==> src/hw/pbc_pkg.sv <==
package pbc_pkg;

	// ****************************************
	// Timing
	// ****************************************
	localparam int CLK_PERIOD_NS = 50;
	localparam int LOCK_TIME_NS = 5_000_000;
	// Least wait, so round up
	localparam int LOCK_WAIT_CYCLES = (LOCK_TIME_NS + CLK_PERIOD_NS - 1) / CLK_PERIOD_NS;
	// Serial clock half period; must cover the three-stage pin synchroniser
	localparam int SCLK_HALF_CYCLES = 4;

	// ****************************************
	// Device register map (serial control port)
	// ****************************************
	localparam logic [4:0] DEV_STATUS_ADDR = 5'h00;
	localparam logic [4:0] DEV_BAND_ADDR = 5'h08;
	localparam logic [4:0] DEV_DIV_ADDR = 5'h09;
	localparam int DEV_LOCK_BIT = 1;
	localparam int BAND_MSB = 7;
	localparam int BAND_LSB = 2;
	localparam int FIRST_DIV_MSB = 6;
	localparam int FIRST_DIV_LSB = 5;
	localparam int SECOND_DIV_MSB = 4;
	localparam int SECOND_DIV_LSB = 3;
	localparam logic [5:0] BAND_AUTO = 6'h3F;
	localparam logic [5:0] BAND_MAX = 6'h3E;
	localparam logic [5:0] BAND_HIGH_RANGE = 6'h20;
	localparam int INSTR_READ_BIT = 7;

	// ****************************************
	// Temperature thresholds, degrees C
	// ****************************************
	localparam int T_M30 = -30;
	localparam int T_M10 = -10;
	localparam int T_P15 = 15;
	localparam int T_P55 = 55;

	// ****************************************
	// Controller register map (AHB-Lite)
	// ****************************************
	localparam logic [7:0] REG_CTRL = 8'h00;
	localparam logic [7:0] REG_DIVIDER = 8'h04;
	localparam logic [7:0] REG_TEMP = 8'h08;
	localparam logic [7:0] REG_PRESET = 8'h0C;
	localparam logic [7:0] REG_STATUS = 8'h10;
	localparam logic [7:0] REG_IRQ_STATUS = 8'h14;
	localparam logic [7:0] REG_IRQ_CLEAR = 8'h18;
	localparam logic [7:0] REG_IRQ_ENABLE = 8'h1C;
	localparam int CTRL_START_BIT = 0;
	localparam int CTRL_MODE_LSB = 1;
	localparam int CTRL_REF_BIT = 3;
	localparam int STAT_BUSY_BIT = 0;
	localparam int STAT_LOCK_BIT = 1;
	localparam int STAT_STATE_LSB = 2;
	localparam int STAT_RB_LSB = 8;
	localparam int STAT_FINAL_LSB = 16;
	localparam logic [7:0] DIVIDER_RESET = 8'h00;
	localparam logic [7:0] TEMP_RESET = 8'h19;
	localparam logic [5:0] PRESET_RESET = 6'h3D;
	localparam int IRQ_DONE = 0;
	localparam int IRQ_TIMEOUT = 1;
	localparam int IRQ_BADBAND = 2;
	localparam int IRQ_W = 3;

	typedef enum logic [1:0] {
		MODE_CAL_WRITE = 2'b00,
		MODE_CAL_REPORT = 2'b01,
		MODE_LOAD = 2'b10
	} pbc_mode_t;

	typedef enum logic [2:0] {
		ST_IDLE = 3'b000,
		ST_WR_DIV = 3'b001,
		ST_WR_AUTO = 3'b010,
		ST_POLL = 3'b011,
		ST_RD_BAND = 3'b100,
		ST_WR_BAND = 3'b101
	} pbc_state_t;

endpackage : pbc_pkg

==> src/hw/pbc_sync.sv <==
`timescale 1ns/1ps
module pbc_sync #(
	parameter int W = 1
) (
	input wire logic clk_sys_in,
	input wire logic nrst_in,
	input wire logic [W-1:0] d_in,
	output logic [W-1:0] q_out
);
	import pbc_pkg::*;

	logic [W-1:0] s1;
	logic [W-1:0] s2;
	logic [W-1:0] s3;
	logic [W-1:0] q;
	logic [W-1:0] next_q;

	// Per bit: accept a change only once stages two and three agree
	always_comb begin
		for (int i = 0; i < W; i++) begin
			next_q[i] = (s2[i] == s3[i]) ? s3[i] : q[i];
		end
	end

	// Three-stage chain; s1 feeds s2 only
	always_ff @(posedge clk_sys_in or negedge nrst_in) begin
		if (!nrst_in) begin
			s1 <= '0;
			s2 <= '0;
			s3 <= '0;
			q <= '0;
		end else begin
			s1 <= d_in;
			s2 <= s1;
			s3 <= s2;
			q <= next_q;
		end
	end

	assign q_out = q;

endmodule : pbc_sync

==> src/hw/pbc_serial.sv <==
`timescale 1ns/1ps
module pbc_serial #(
	parameter int HALF = pbc_pkg::SCLK_HALF_CYCLES
) (
	input wire logic clk_sys_in,
	input wire logic nrst_in,
	input wire logic start_in,
	input wire logic read_in,
	input wire logic [4:0] addr_in,
	input wire logic [7:0] wdata_in,
	output logic ready_out,
	output logic done_out,
	output logic [7:0] rdata_out,
	output logic sclk_out,
	output logic cs_n_out,
	output logic sdio_out,
	output logic sdio_oe_out,
	input wire logic sdio_in
);
	import pbc_pkg::*;

	if (HALF < 4 || HALF > 255) begin : g_chk
		$error("pbc_serial: HALF must be 4..255");
	end

	logic active, next_active;
	logic sclk, next_sclk;
	logic [7:0] div, next_div;
	logic [3:0] bit_cnt, next_bit_cnt;
	logic [15:0] tx, next_tx;
	logic [7:0] rx, next_rx;
	logic is_read, next_is_read;
	logic done, next_done;
	logic [7:0] rdata, next_rdata;
	logic tick;

	// ****************************************
	// Frame engine: 8-bit instruction, 8 data bits, MSB first
	// ****************************************
	// Slow rate as a one-cycle enable, not a derived clock
	always_comb begin
		tick = active && (div == 8'(HALF - 1));
		next_active = active;
		next_sclk = sclk;
		next_div = active ? (tick ? 8'h00 : div + 8'h01) : 8'h00;
		next_bit_cnt = bit_cnt;
		next_tx = tx;
		next_rx = rx;
		next_is_read = is_read;
		next_done = 1'b0;
		next_rdata = rdata;
		if (start_in && !active) begin
			next_active = 1'b1;
			next_sclk = 1'b0;
			next_bit_cnt = 4'h0;
			next_tx = {read_in, 2'b00, addr_in, wdata_in};
			next_rx = 8'h00;
			next_is_read = read_in;
		end else if (tick) begin
			if (!sclk) begin
				next_sclk = 1'b1;
			end else begin
				// Sample at the falling edge: a full period covers the synchroniser delay
				next_sclk = 1'b0;
				if (bit_cnt[3]) begin
					next_rx = {rx[6:0], sdio_in};
				end
				if (bit_cnt == 4'hF) begin
					next_active = 1'b0;
					next_done = 1'b1;
					next_rdata = is_read ? {rx[6:0], sdio_in} : 8'h00;
				end else begin
					next_bit_cnt = bit_cnt + 4'h1;
					next_tx = {tx[14:0], 1'b0};
				end
			end
		end
	end

	always_ff @(posedge clk_sys_in or negedge nrst_in) begin
		if (!nrst_in) begin
			active <= 1'b0;
			sclk <= 1'b0;
			div <= 8'h00;
			bit_cnt <= 4'h0;
			tx <= 16'h0000;
			rx <= 8'h00;
			is_read <= 1'b0;
			done <= 1'b0;
			rdata <= 8'h00;
		end else begin
			active <= next_active;
			sclk <= next_sclk;
			div <= next_div;
			bit_cnt <= next_bit_cnt;
			tx <= next_tx;
			rx <= next_rx;
			is_read <= next_is_read;
			done <= next_done;
			rdata <= next_rdata;
		end
	end

	// Line released during read data so the device can drive it
	assign ready_out = !active;
	assign done_out = done;
	assign rdata_out = rdata;
	assign sclk_out = sclk;
	assign cs_n_out = !active;
	assign sdio_out = tx[15];
	assign sdio_oe_out = active && !(is_read && bit_cnt[3]);

endmodule : pbc_serial

==> src/hw/pbc_top.sv <==
//
// Operation
// - Before calibrating, write both divider fields and the other multiplier settings.
// - Writing band code 63 into the band field starts automatic band selection.
// - After lock, read the band field back to get the automatically chosen band.
// - The reference clock must run from divider programming to the final band write.
// - The system temperature is known when automatic selection runs.
// - Bands 0..31 get +2 below -10C, +1 to 15C, 0 to 55C, -1 above.
// - Bands 32..62 get +3 below -30C, +2 to -10C, +1 to 15C, 0 to 55C, -1 above.
// - The adjusted band is written back into the band field, leaving automatic mode.
// - Alternatively the adjusted band is saved and reloaded at every power-up.
// - A fixed guaranteed band may be preloaded for screened parts.
//
// Chosen here: the AHB-Lite register port.
`timescale 1ns/1ps
module pbc_top #(
	parameter int LOCK_WAIT_CYC = pbc_pkg::LOCK_WAIT_CYCLES,
	parameter int SCLK_HALF = pbc_pkg::SCLK_HALF_CYCLES
) (
	input wire logic clk_sys_in,
	input wire logic nrst_in,
	// AHB-Lite slave
	input wire logic hsel_in,
	input wire logic [31:0] haddr_in,
	input wire logic [1:0] htrans_in,
	input wire logic hwrite_in,
	input wire logic [2:0] hsize_in,
	input wire logic hready_in,
	input wire logic [31:0] hwdata_in,
	output logic [31:0] hrdata_out,
	output logic hreadyout_out,
	output logic hresp_out,
	// Interrupt
	output logic irq_out,
	// Device pins
	output logic ref_run_out,
	output logic sclk_out,
	output logic cs_n_out,
	output logic sdio_out,
	output logic sdio_oe_out,
	input wire logic sdio_in,
	input wire logic lock_pin_in
);
	import pbc_pkg::*;

	if (LOCK_WAIT_CYC < 1 || LOCK_WAIT_CYC > 1048575) begin : g_chk
		$error("pbc_top: LOCK_WAIT_CYC out of range");
	end

	// ****************************************
	// Band adjustment
	// ****************************************
	function automatic logic [5:0] pbc_adjust(input logic [5:0] band,
		input logic signed [7:0] temp);
		int off;
		int sum;
		off = 0;
		sum = 0;
		if (band < BAND_HIGH_RANGE) begin
			if (temp < T_M10) begin
				off = 2;
			end else if (temp < T_P15) begin
				off = 1;
			end else if (temp < T_P55) begin
				off = 0;
			end else begin
				off = -1;
			end
		end else begin
			if (temp < T_M30) begin
				off = 3;
			end else if (temp < T_M10) begin
				off = 2;
			end else if (temp < T_P15) begin
				off = 1;
			end else if (temp < T_P55) begin
				off = 0;
			end else begin
				off = -1;
			end
		end
		sum = int'(band) + off;
		// Never produce the automatic code or wrap below zero
		if (sum < 0) begin
			sum = 0;
		end else if (sum > int'(BAND_MAX)) begin
			sum = int'(BAND_MAX);
		end
		return sum[5:0];
	endfunction : pbc_adjust

	// ****************************************
	// Pin synchronisers
	// ****************************************
	logic sdio_s;
	logic lock_s;

	pbc_sync #(
		.W(2)
	) u_sync (
		.clk_sys_in(clk_sys_in),
		.nrst_in(nrst_in),
		.d_in({lock_pin_in, sdio_in}),
		.q_out({lock_s, sdio_s})
	);

	// ****************************************
	// Serial control port engine
	// ****************************************
	logic ser_start;
	logic ser_read;
	logic [4:0] ser_addr;
	logic [7:0] ser_wdata;
	logic ser_ready;
	logic ser_done;
	logic [7:0] ser_rdata;

	pbc_serial #(
		.HALF(SCLK_HALF)
	) u_serial (
		.clk_sys_in(clk_sys_in),
		.nrst_in(nrst_in),
		.start_in(ser_start),
		.read_in(ser_read),
		.addr_in(ser_addr),
		.wdata_in(ser_wdata),
		.ready_out(ser_ready),
		.done_out(ser_done),
		.rdata_out(ser_rdata),
		.sclk_out(sclk_out),
		.cs_n_out(cs_n_out),
		.sdio_out(sdio_out),
		.sdio_oe_out(sdio_oe_out),
		.sdio_in(sdio_s)
	);

	// ****************************************
	// AHB-Lite address phase capture
	// ****************************************
	logic a_valid, next_a_valid;
	logic a_write, next_a_write;
	logic [7:0] a_addr, next_a_addr;
	logic wr_en;

	// Zero wait states: the slave never stretches a transfer
	always_comb begin
		next_a_valid = a_valid;
		next_a_write = a_write;
		next_a_addr = a_addr;
		if (hready_in) begin
			next_a_valid = hsel_in && htrans_in[1];
			next_a_write = hwrite_in;
			next_a_addr = haddr_in[7:0];
		end
	end

	always_ff @(posedge clk_sys_in or negedge nrst_in) begin
		if (!nrst_in) begin
			a_valid <= 1'b0;
			a_write <= 1'b0;
			a_addr <= 8'h00;
		end else begin
			a_valid <= next_a_valid;
			a_write <= next_a_write;
			a_addr <= next_a_addr;
		end
	end

	assign wr_en = a_valid && a_write;
	assign hreadyout_out = 1'b1;
	assign hresp_out = 1'b0;

	// ****************************************
	// Software registers
	// ****************************************
	pbc_mode_t mode, next_mode;
	logic ref_on, next_ref_on;
	logic [7:0] divider, next_divider;
	logic signed [7:0] temp, next_temp;
	logic [5:0] preset, next_preset;
	logic [IRQ_W-1:0] irq_en, next_irq_en;
	logic [IRQ_W-1:0] irq_stat, next_irq_stat;
	logic start_req, next_start_req;
	logic [IRQ_W-1:0] ev;
	pbc_state_t state, next_state;

	// Register writes; start is dropped while a sequence runs
	always_comb begin
		next_mode = mode;
		next_ref_on = ref_on;
		next_divider = divider;
		next_temp = temp;
		next_preset = preset;
		next_irq_en = irq_en;
		next_start_req = 1'b0;
		// Set wins over a clear in the same cycle
		next_irq_stat = irq_stat | ev;
		if (wr_en) begin
			unique case (a_addr)
				REG_CTRL: begin
					next_mode = pbc_mode_t'(hwdata_in[CTRL_MODE_LSB +: 2]);
					next_ref_on = hwdata_in[CTRL_REF_BIT];
					next_start_req = hwdata_in[CTRL_START_BIT] && (state == ST_IDLE);
				end
				REG_DIVIDER: next_divider = hwdata_in[7:0];
				REG_TEMP: next_temp = hwdata_in[7:0];
				REG_PRESET: next_preset = hwdata_in[5:0];
				REG_IRQ_CLEAR: next_irq_stat = (irq_stat & ~hwdata_in[IRQ_W-1:0]) | ev;
				REG_IRQ_ENABLE: next_irq_en = hwdata_in[IRQ_W-1:0];
				default: ;
			endcase
		end
	end

	always_ff @(posedge clk_sys_in or negedge nrst_in) begin
		if (!nrst_in) begin
			mode <= MODE_CAL_WRITE;
			ref_on <= 1'b0;
			divider <= DIVIDER_RESET;
			temp <= TEMP_RESET;
			preset <= PRESET_RESET;
			irq_en <= '0;
			irq_stat <= '0;
			start_req <= 1'b0;
		end else begin
			mode <= next_mode;
			ref_on <= next_ref_on;
			divider <= next_divider;
			temp <= next_temp;
			preset <= next_preset;
			irq_en <= next_irq_en;
			irq_stat <= next_irq_stat;
			start_req <= next_start_req;
		end
	end

	// ****************************************
	// Calibration sequencer
	// ****************************************
	logic issued, next_issued;
	logic [19:0] timer, next_timer;
	logic [5:0] rb_band, next_rb_band;
	logic [1:0] rb_low, next_rb_low;
	logic [5:0] final_band, next_final_band;

	// Each state but ST_IDLE runs a serial frame, then acts on its completion; ST_POLL repeats its frame until lock or timeout
	always_comb begin
		next_state = state;
		next_issued = issued;
		next_timer = timer;
		next_rb_band = rb_band;
		next_rb_low = rb_low;
		next_final_band = final_band;
		ser_read = 1'b0;
		ser_addr = DEV_BAND_ADDR;
		ser_wdata = 8'h00;
		ev = '0;
		unique case (state)
			ST_IDLE: begin
				ser_addr = DEV_BAND_ADDR;
			end
			ST_WR_DIV: begin
				ser_addr = DEV_DIV_ADDR;
				ser_wdata = divider;
			end
			ST_WR_AUTO: begin
				ser_addr = DEV_BAND_ADDR;
				ser_wdata = {BAND_AUTO, 2'b00};
			end
			ST_POLL: begin
				ser_read = 1'b1;
				ser_addr = DEV_STATUS_ADDR;
			end
			ST_RD_BAND: begin
				ser_read = 1'b1;
				ser_addr = DEV_BAND_ADDR;
			end
			ST_WR_BAND: begin
				ser_addr = DEV_BAND_ADDR;
				ser_wdata = {final_band, rb_low};
			end
			default: ;
		endcase
		ser_start = (state != ST_IDLE) && !issued && ser_ready;
		if (ser_start) begin
			next_issued = 1'b1;
		end
		if (ser_done) begin
			next_issued = 1'b0;
		end
		unique case (state)
			ST_IDLE: begin
				next_timer = 20'h0_0000;
				if (start_req) begin
					// Preset load skips calibration entirely
					if (mode == MODE_LOAD || mode == 2'b11) begin
						next_final_band = (preset > BAND_MAX) ? BAND_MAX : preset;
						next_rb_low = 2'b00;
						next_state = ST_WR_BAND;
					end else begin
						next_state = ST_WR_DIV;
					end
				end
			end
			ST_WR_DIV: begin
				if (ser_done) begin
					next_state = ST_WR_AUTO;
				end
			end
			ST_WR_AUTO: begin
				if (ser_done) begin
					next_timer = 20'h0_0000;
					next_state = ST_POLL;
				end
			end
			ST_POLL: begin
				// Lock by pin or by status bit; give up only after the wait
				if (timer != 20'hF_FFFF) begin
					next_timer = timer + 20'h0_0001;
				end
				if (ser_done) begin
					if (ser_rdata[DEV_LOCK_BIT] || lock_s) begin
						next_state = ST_RD_BAND;
					end else if (timer >= 20'(LOCK_WAIT_CYC)) begin
						ev[IRQ_TIMEOUT] = 1'b1;
						next_state = ST_IDLE;
					end
				end
			end
			ST_RD_BAND: begin
				if (ser_done) begin
					next_rb_band = ser_rdata[BAND_MSB:BAND_LSB];
					next_rb_low = ser_rdata[BAND_LSB-1:0];
					if (ser_rdata[BAND_MSB:BAND_LSB] == BAND_AUTO) begin
						ev[IRQ_BADBAND] = 1'b1;
						next_state = ST_IDLE;
					end else begin
						next_final_band = pbc_adjust(ser_rdata[BAND_MSB:BAND_LSB], temp);
						if (mode == MODE_CAL_WRITE) begin
							next_state = ST_WR_BAND;
						end else begin
							// Software saves the band and loads it later
							ev[IRQ_DONE] = 1'b1;
							next_state = ST_IDLE;
						end
					end
				end
			end
			ST_WR_BAND: begin
				if (ser_done) begin
					ev[IRQ_DONE] = 1'b1;
					next_state = ST_IDLE;
				end
			end
			default: next_state = ST_IDLE;
		endcase
	end

	always_ff @(posedge clk_sys_in or negedge nrst_in) begin
		if (!nrst_in) begin
			state <= ST_IDLE;
			issued <= 1'b0;
			timer <= 20'h0_0000;
			rb_band <= 6'h00;
			rb_low <= 2'b00;
			final_band <= 6'h00;
		end else begin
			state <= next_state;
			issued <= next_issued;
			timer <= next_timer;
			rb_band <= next_rb_band;
			rb_low <= next_rb_low;
			final_band <= next_final_band;
		end
	end

	// ****************************************
	// Read mux, interrupt, reference enable
	// ****************************************
	// Unmapped and write-only offsets read zero
	always_comb begin
		hrdata_out = 32'h0000_0000;
		if (a_valid && !a_write) begin
			unique case (a_addr)
				REG_CTRL: begin
					hrdata_out[CTRL_MODE_LSB +: 2] = mode;
					hrdata_out[CTRL_REF_BIT] = ref_on;
				end
				REG_DIVIDER: hrdata_out[7:0] = divider;
				REG_TEMP: hrdata_out[7:0] = temp;
				REG_PRESET: hrdata_out[5:0] = preset;
				REG_STATUS: begin
					hrdata_out[STAT_BUSY_BIT] = (state != ST_IDLE);
					hrdata_out[STAT_LOCK_BIT] = lock_s;
					hrdata_out[STAT_STATE_LSB +: 3] = state;
					hrdata_out[STAT_RB_LSB +: 6] = rb_band;
					hrdata_out[STAT_FINAL_LSB +: 6] = final_band;
				end
				REG_IRQ_STATUS: hrdata_out[IRQ_W-1:0] = irq_stat;
				REG_IRQ_ENABLE: hrdata_out[IRQ_W-1:0] = irq_en;
				default: ;
			endcase
		end
	end

	assign irq_out = |(irq_stat & irq_en);
	// Reference stays on for the whole sequence regardless of software
	assign ref_run_out = ref_on || (state != ST_IDLE);

endmodule : pbc_top

==> config.mk <==
export PLATFORM = sky130hd
export DESIGN_NAME = pbc_top
export DESIGN_NICKNAME = d
export VERILOG_FILES = /design/src/hw/pbc_pkg.sv /design/src/hw/pbc_sync.sv /design/src/hw/pbc_serial.sv /design/src/hw/pbc_top.sv
export SDC_FILE = /design/constraint.sdc
export NUM_CORES = 1
export LEC_CHECK = 0
export ABC_AREA = 1
export BUFFER_PORTS_ARGS = -buffer_cell sky130_fd_sc_hd__buf_4
export CORE_AREA = 2 2 122 124
export CTS_CLUSTER_SIZE = 14
export DETAILED_ROUTE_END_ITERATION = 10
export DIE_AREA = 0 0 124 126
export PLACE_DENSITY = 0.77
export SETUP_SLACK_MARGIN = 0.3
export SYNTH_ARGS = -nofsm -noshare
export SYNTH_HDL_FRONTEND = slang
export SYNTH_HIERARCHICAL = 1
export SYNTH_SLANG_ARGS = --single-unit
==> constraint.sdc <==
create_clock -name clk_sys_in -period 5.59 [get_ports clk_sys_in]
set_clock_uncertainty 0.15 [all_clocks]
set_input_delay 1.118 -clock clk_sys_in [delete_from_list [all_inputs] [get_ports clk_sys_in]]
set_output_delay 1.118 -clock clk_sys_in [all_outputs]
set_load 0.005 [all_outputs]
==> impl_metrics.py <==
metrics = {
    "synthesis": {
        "ys.flop_type": "dfrtp_1",
        "synth_cells": 1026,
        "yosysWarnings": 6,
        "synth_xor_area_share_pct": 1.35,
        "synth_area_leaders": "dfrtp_1, nand2_1, inv_1, nor2_1, nand3_1",
        "syn_area_per_cell_um2": 7.57,
        "synth_top_area_share_pct": 40.9,
        "synth_cell_types": 52,
        "yosysSeqAreaShare_pct": 43.6,
        "yosys.area_share.adder_pct": 3.48,
        "synth-simple-area-share_pct": 31.8,
        "synthMuxAreaShare_pct": 0.290,
        "synth-compound-area-share_pct": 9.86,
        "synth_edf_count": 0,
        "synthTopCellsByCount": "nand2_1, dfrtp_1, inv_1",
        "ys_async_sr_fraction_pct": 100,
        "syn-cell-area_mm2": 0.00776,
        "synth.most_common_cell": "nand2_1",
        "yosysTopAreaCell": "dfrtp_1",
        "synth_top_family_by_area": "simple AND/OR/NAND/NOR gates",
        "ys_seq_elements": 135,
    },
    "clock_tree": {
        "ctsResizeCount": 0,
        "cts_sinks": 135,
        "cts-root-buf": "clkbuf_16",
        "post_cts_buffers": 0,
        "cts_buffer_depth": 2,
        "clock_latency_ps": 420,
        "cts_tree": "built",
        "clk_pin_slew_ps": 60,
        "cts_hold_buf": 0,
        "h-tree-depth": 4,
        "cts_buffers": 17,
    },
    "die": {
        "start_util_pct": 54.2,
        "rows": 44,
        "io_pins": 116,
        "die_area_mm2": 0.0156,
        "die_w_um": 124,
        "core_area_mm2": 0.0143,
        "fp.dieH_um": 126,
    },
    "critical_path": {
        "cp.arrival_ps": 2780,
        "start_kind": "register",
        "critPathRequiredTime_ps": 4320,
        "critical_path.max_fanout": 19,
        "end_kind": "output port",
        "critical_path_class": "register to output port",
    },
    "sta": {
        "final-hold-violation-count": 0,
        "tns_ps": 0,
        "finalCritPeriodShare_pct": 72.4,
        "relSlewSlack_pct": 30.4,
        "layout_min_cycle_time_ps": 4050,
        "setup_violations": 0,
        "worstMarginPinSlew_ps": 1040,
        "slew_viol_final": 0,
        "rsz0062_at_grt": "no",
        "max_freq_mhz": 247,
    },
    "final_layout": {
        "fillCellCount": 1288,
        "area_delta_synth_final_pct": 12.7,
        "layout.cells.non_filler": 1271,
        "nNetsFinal": 1171,
        "drive_gt1_share_pct": 12.1,
        "register_area_mm2": 0.00339,
        "diodes": 0,
        "multi_input_area_mm2": 0.00369,
    },
    "detailed_routing": {
        "drt_first_iter_violations": 640,
        "ant_nets": 0,
        "drc": 0,
        "drt-total-wl_mm": 17.9,
        "wl_per_cell_um": 14.1,
        "dr.pass1.iters": 5,
        "vias": 6809,
        "via_per_inst": 5.36,
    },
    "run": {
        "max_cap_viol_count": 0,
    },
    "grt": {
        "grt_pass1_wl_mm": 30.2,
        "grt_use_total_pct": 24.4,
        "first_global_vias": 6243,
        "grt-ovfl-total": 0,
        "antenna_found_initial": 0,
        "grt_max_degree": 114,
    },
    "power": {
        "p_leak_nw": 4.41,
        "ir_drop_uv": 221,
        "power_density_mw_per_mm2": 356,
    },
    "placement": {
        "place_congestion": 0.884,
        "dpl.cell_count": 1239,
        "dp_hpwl_mm": 12.6,
        "io_buffers": 49,
    },
    "status": {
        "status": "finished, final reports clean",
    },
    "hold_path": {
        "worst_hold_path_type": "register to register",
    },
}
[logic make-up (layout without fill, tap and decap cells)]
family                     after synthesis  after routing
other                                    2             17
adders and majority gates               21             21
muxes                                    2              2
xor gates and xnor gates                12             12
DFF                                    135            135
AOI/OAI and AO/OA                      133            133
buffers and inverters                  168            214
and+or+nand+nor                        553            553
[power by group]
part,total (W),switching (W),internal (W),leakage (nW)
registers,0.00122,0.000112,0.00111,1.66
clock network,0.00108,0.000413,0.000663,0.273
logic,0.000814,0.000553,0.000261,2.48
[layout make-up]
type / instances / share of cell area (%)
inverter: 130 / 5.57
sequential: 135 / 38.7
clock inverter: 10 / 1.20
tap: 184 / 2.63
timing repair buffer: 52 / 4.50
clock buffer: 22 / 5.19
multi-input combinational: 738 / 42.2
[cell usage in the layout (no fill, tap or decap), types with 20 or more instances in the layout]
cell type,instances
a21oi_1,31
ha_1,20
o21ai_0,52
nand2_1,315
nor2_1,89
nand3_1,59
inv_1,114
nor3_1,27
dfrtp_1,127
buf_4,51
[layer usage]
| layer | GRT usage [%] | routed length (µm) | vias up |
|---|---|---|---|
| met3 | 5.25 | 783 | 24 |
| li1 | - | - | 3397 |
| met1 | 34.3 | 8180 | 3211 |
| met4 | 7.53 | 318 | 0 |
| met5 | 0 | 0 | - |
| met2 | 37.8 | 8600 | 177 |
[state kept, by name, summed over array words and instances (netlist names), 2 cells and up]
name / count
u_serial/rx: 7
u_serial/tx: 16
u_serial/rdata_out: 8
u_serial/div: 8
mode: 2
irq_stat: 3
rb_band: 6
u_sync/s2: 2
state: 3
timer: 20
u_serial/bit_cnt: 4
temp: 8
irq_en: 3
preset: 6
final_band: 6
u_sync/s3: 2
rb_low: 2
divider: 8
a_addr: 8
u_sync/q_out: 2
u_sync/s1: 2
[worst max-delay path, stage by stage (launching register included)]
cell and delay [ps]:
dfrtp_1 350, inv_1 70, nand2_1 70, nor3_1 430, nand2_1 570, o22ai_1 360
a221oi_1 130, a31oi_1 210, buf_4 150
[through the flow]
step | hold WS (ps) | area (µm²) | setup WS [ps] | total power (W) | util (%)
6_report | 199 | 8750 | 1540 | 0.00311 | 61.2
5_1_grt | 206 | 8750 | 1090 | 0.00331 | 61.2
4_1_cts | 198 | 8750 | 1600 | 0.00312 | 61.2
3_5_place_dp | 186 | 8190 | 1640 | 0.00204 | 57.2
3_3_place_gp | 184 | 8190 | 1750 | 0.00202 | 57.2
2_1_floorplan | 181 | 7820 | 2190 | 0.00186 | -
[worst paths after layout]
check	startpoint	to	slack, ps	depth (start not counted)
worst max-delay path	a_addr[7]$_DFFE_PN0P_	hrdata_out[0]	1540	8
worst min-delay path	u_sync/s1[1]$_DFF_PN0_	u_sync/s2[1]$_DFF_PN0_	200	0
worst max register to register	temp[3]$_DFFE_PN1P_	final_band[1]$_DFFE_PN0P_	1600	25
worst min register to register	u_sync/s1[1]$_DFF_PN0_	u_sync/s2[1]$_DFF_PN0_	200	0
max in group asynchronous	nrst_in	u_serial/rx[2]$_DFFE_PN0P_	3630	2
min in group asynchronous	nrst_in	timer[6]$_DFFE_PN0P_	650	1
No activity file was read; power rests on OpenSTA's default activity.
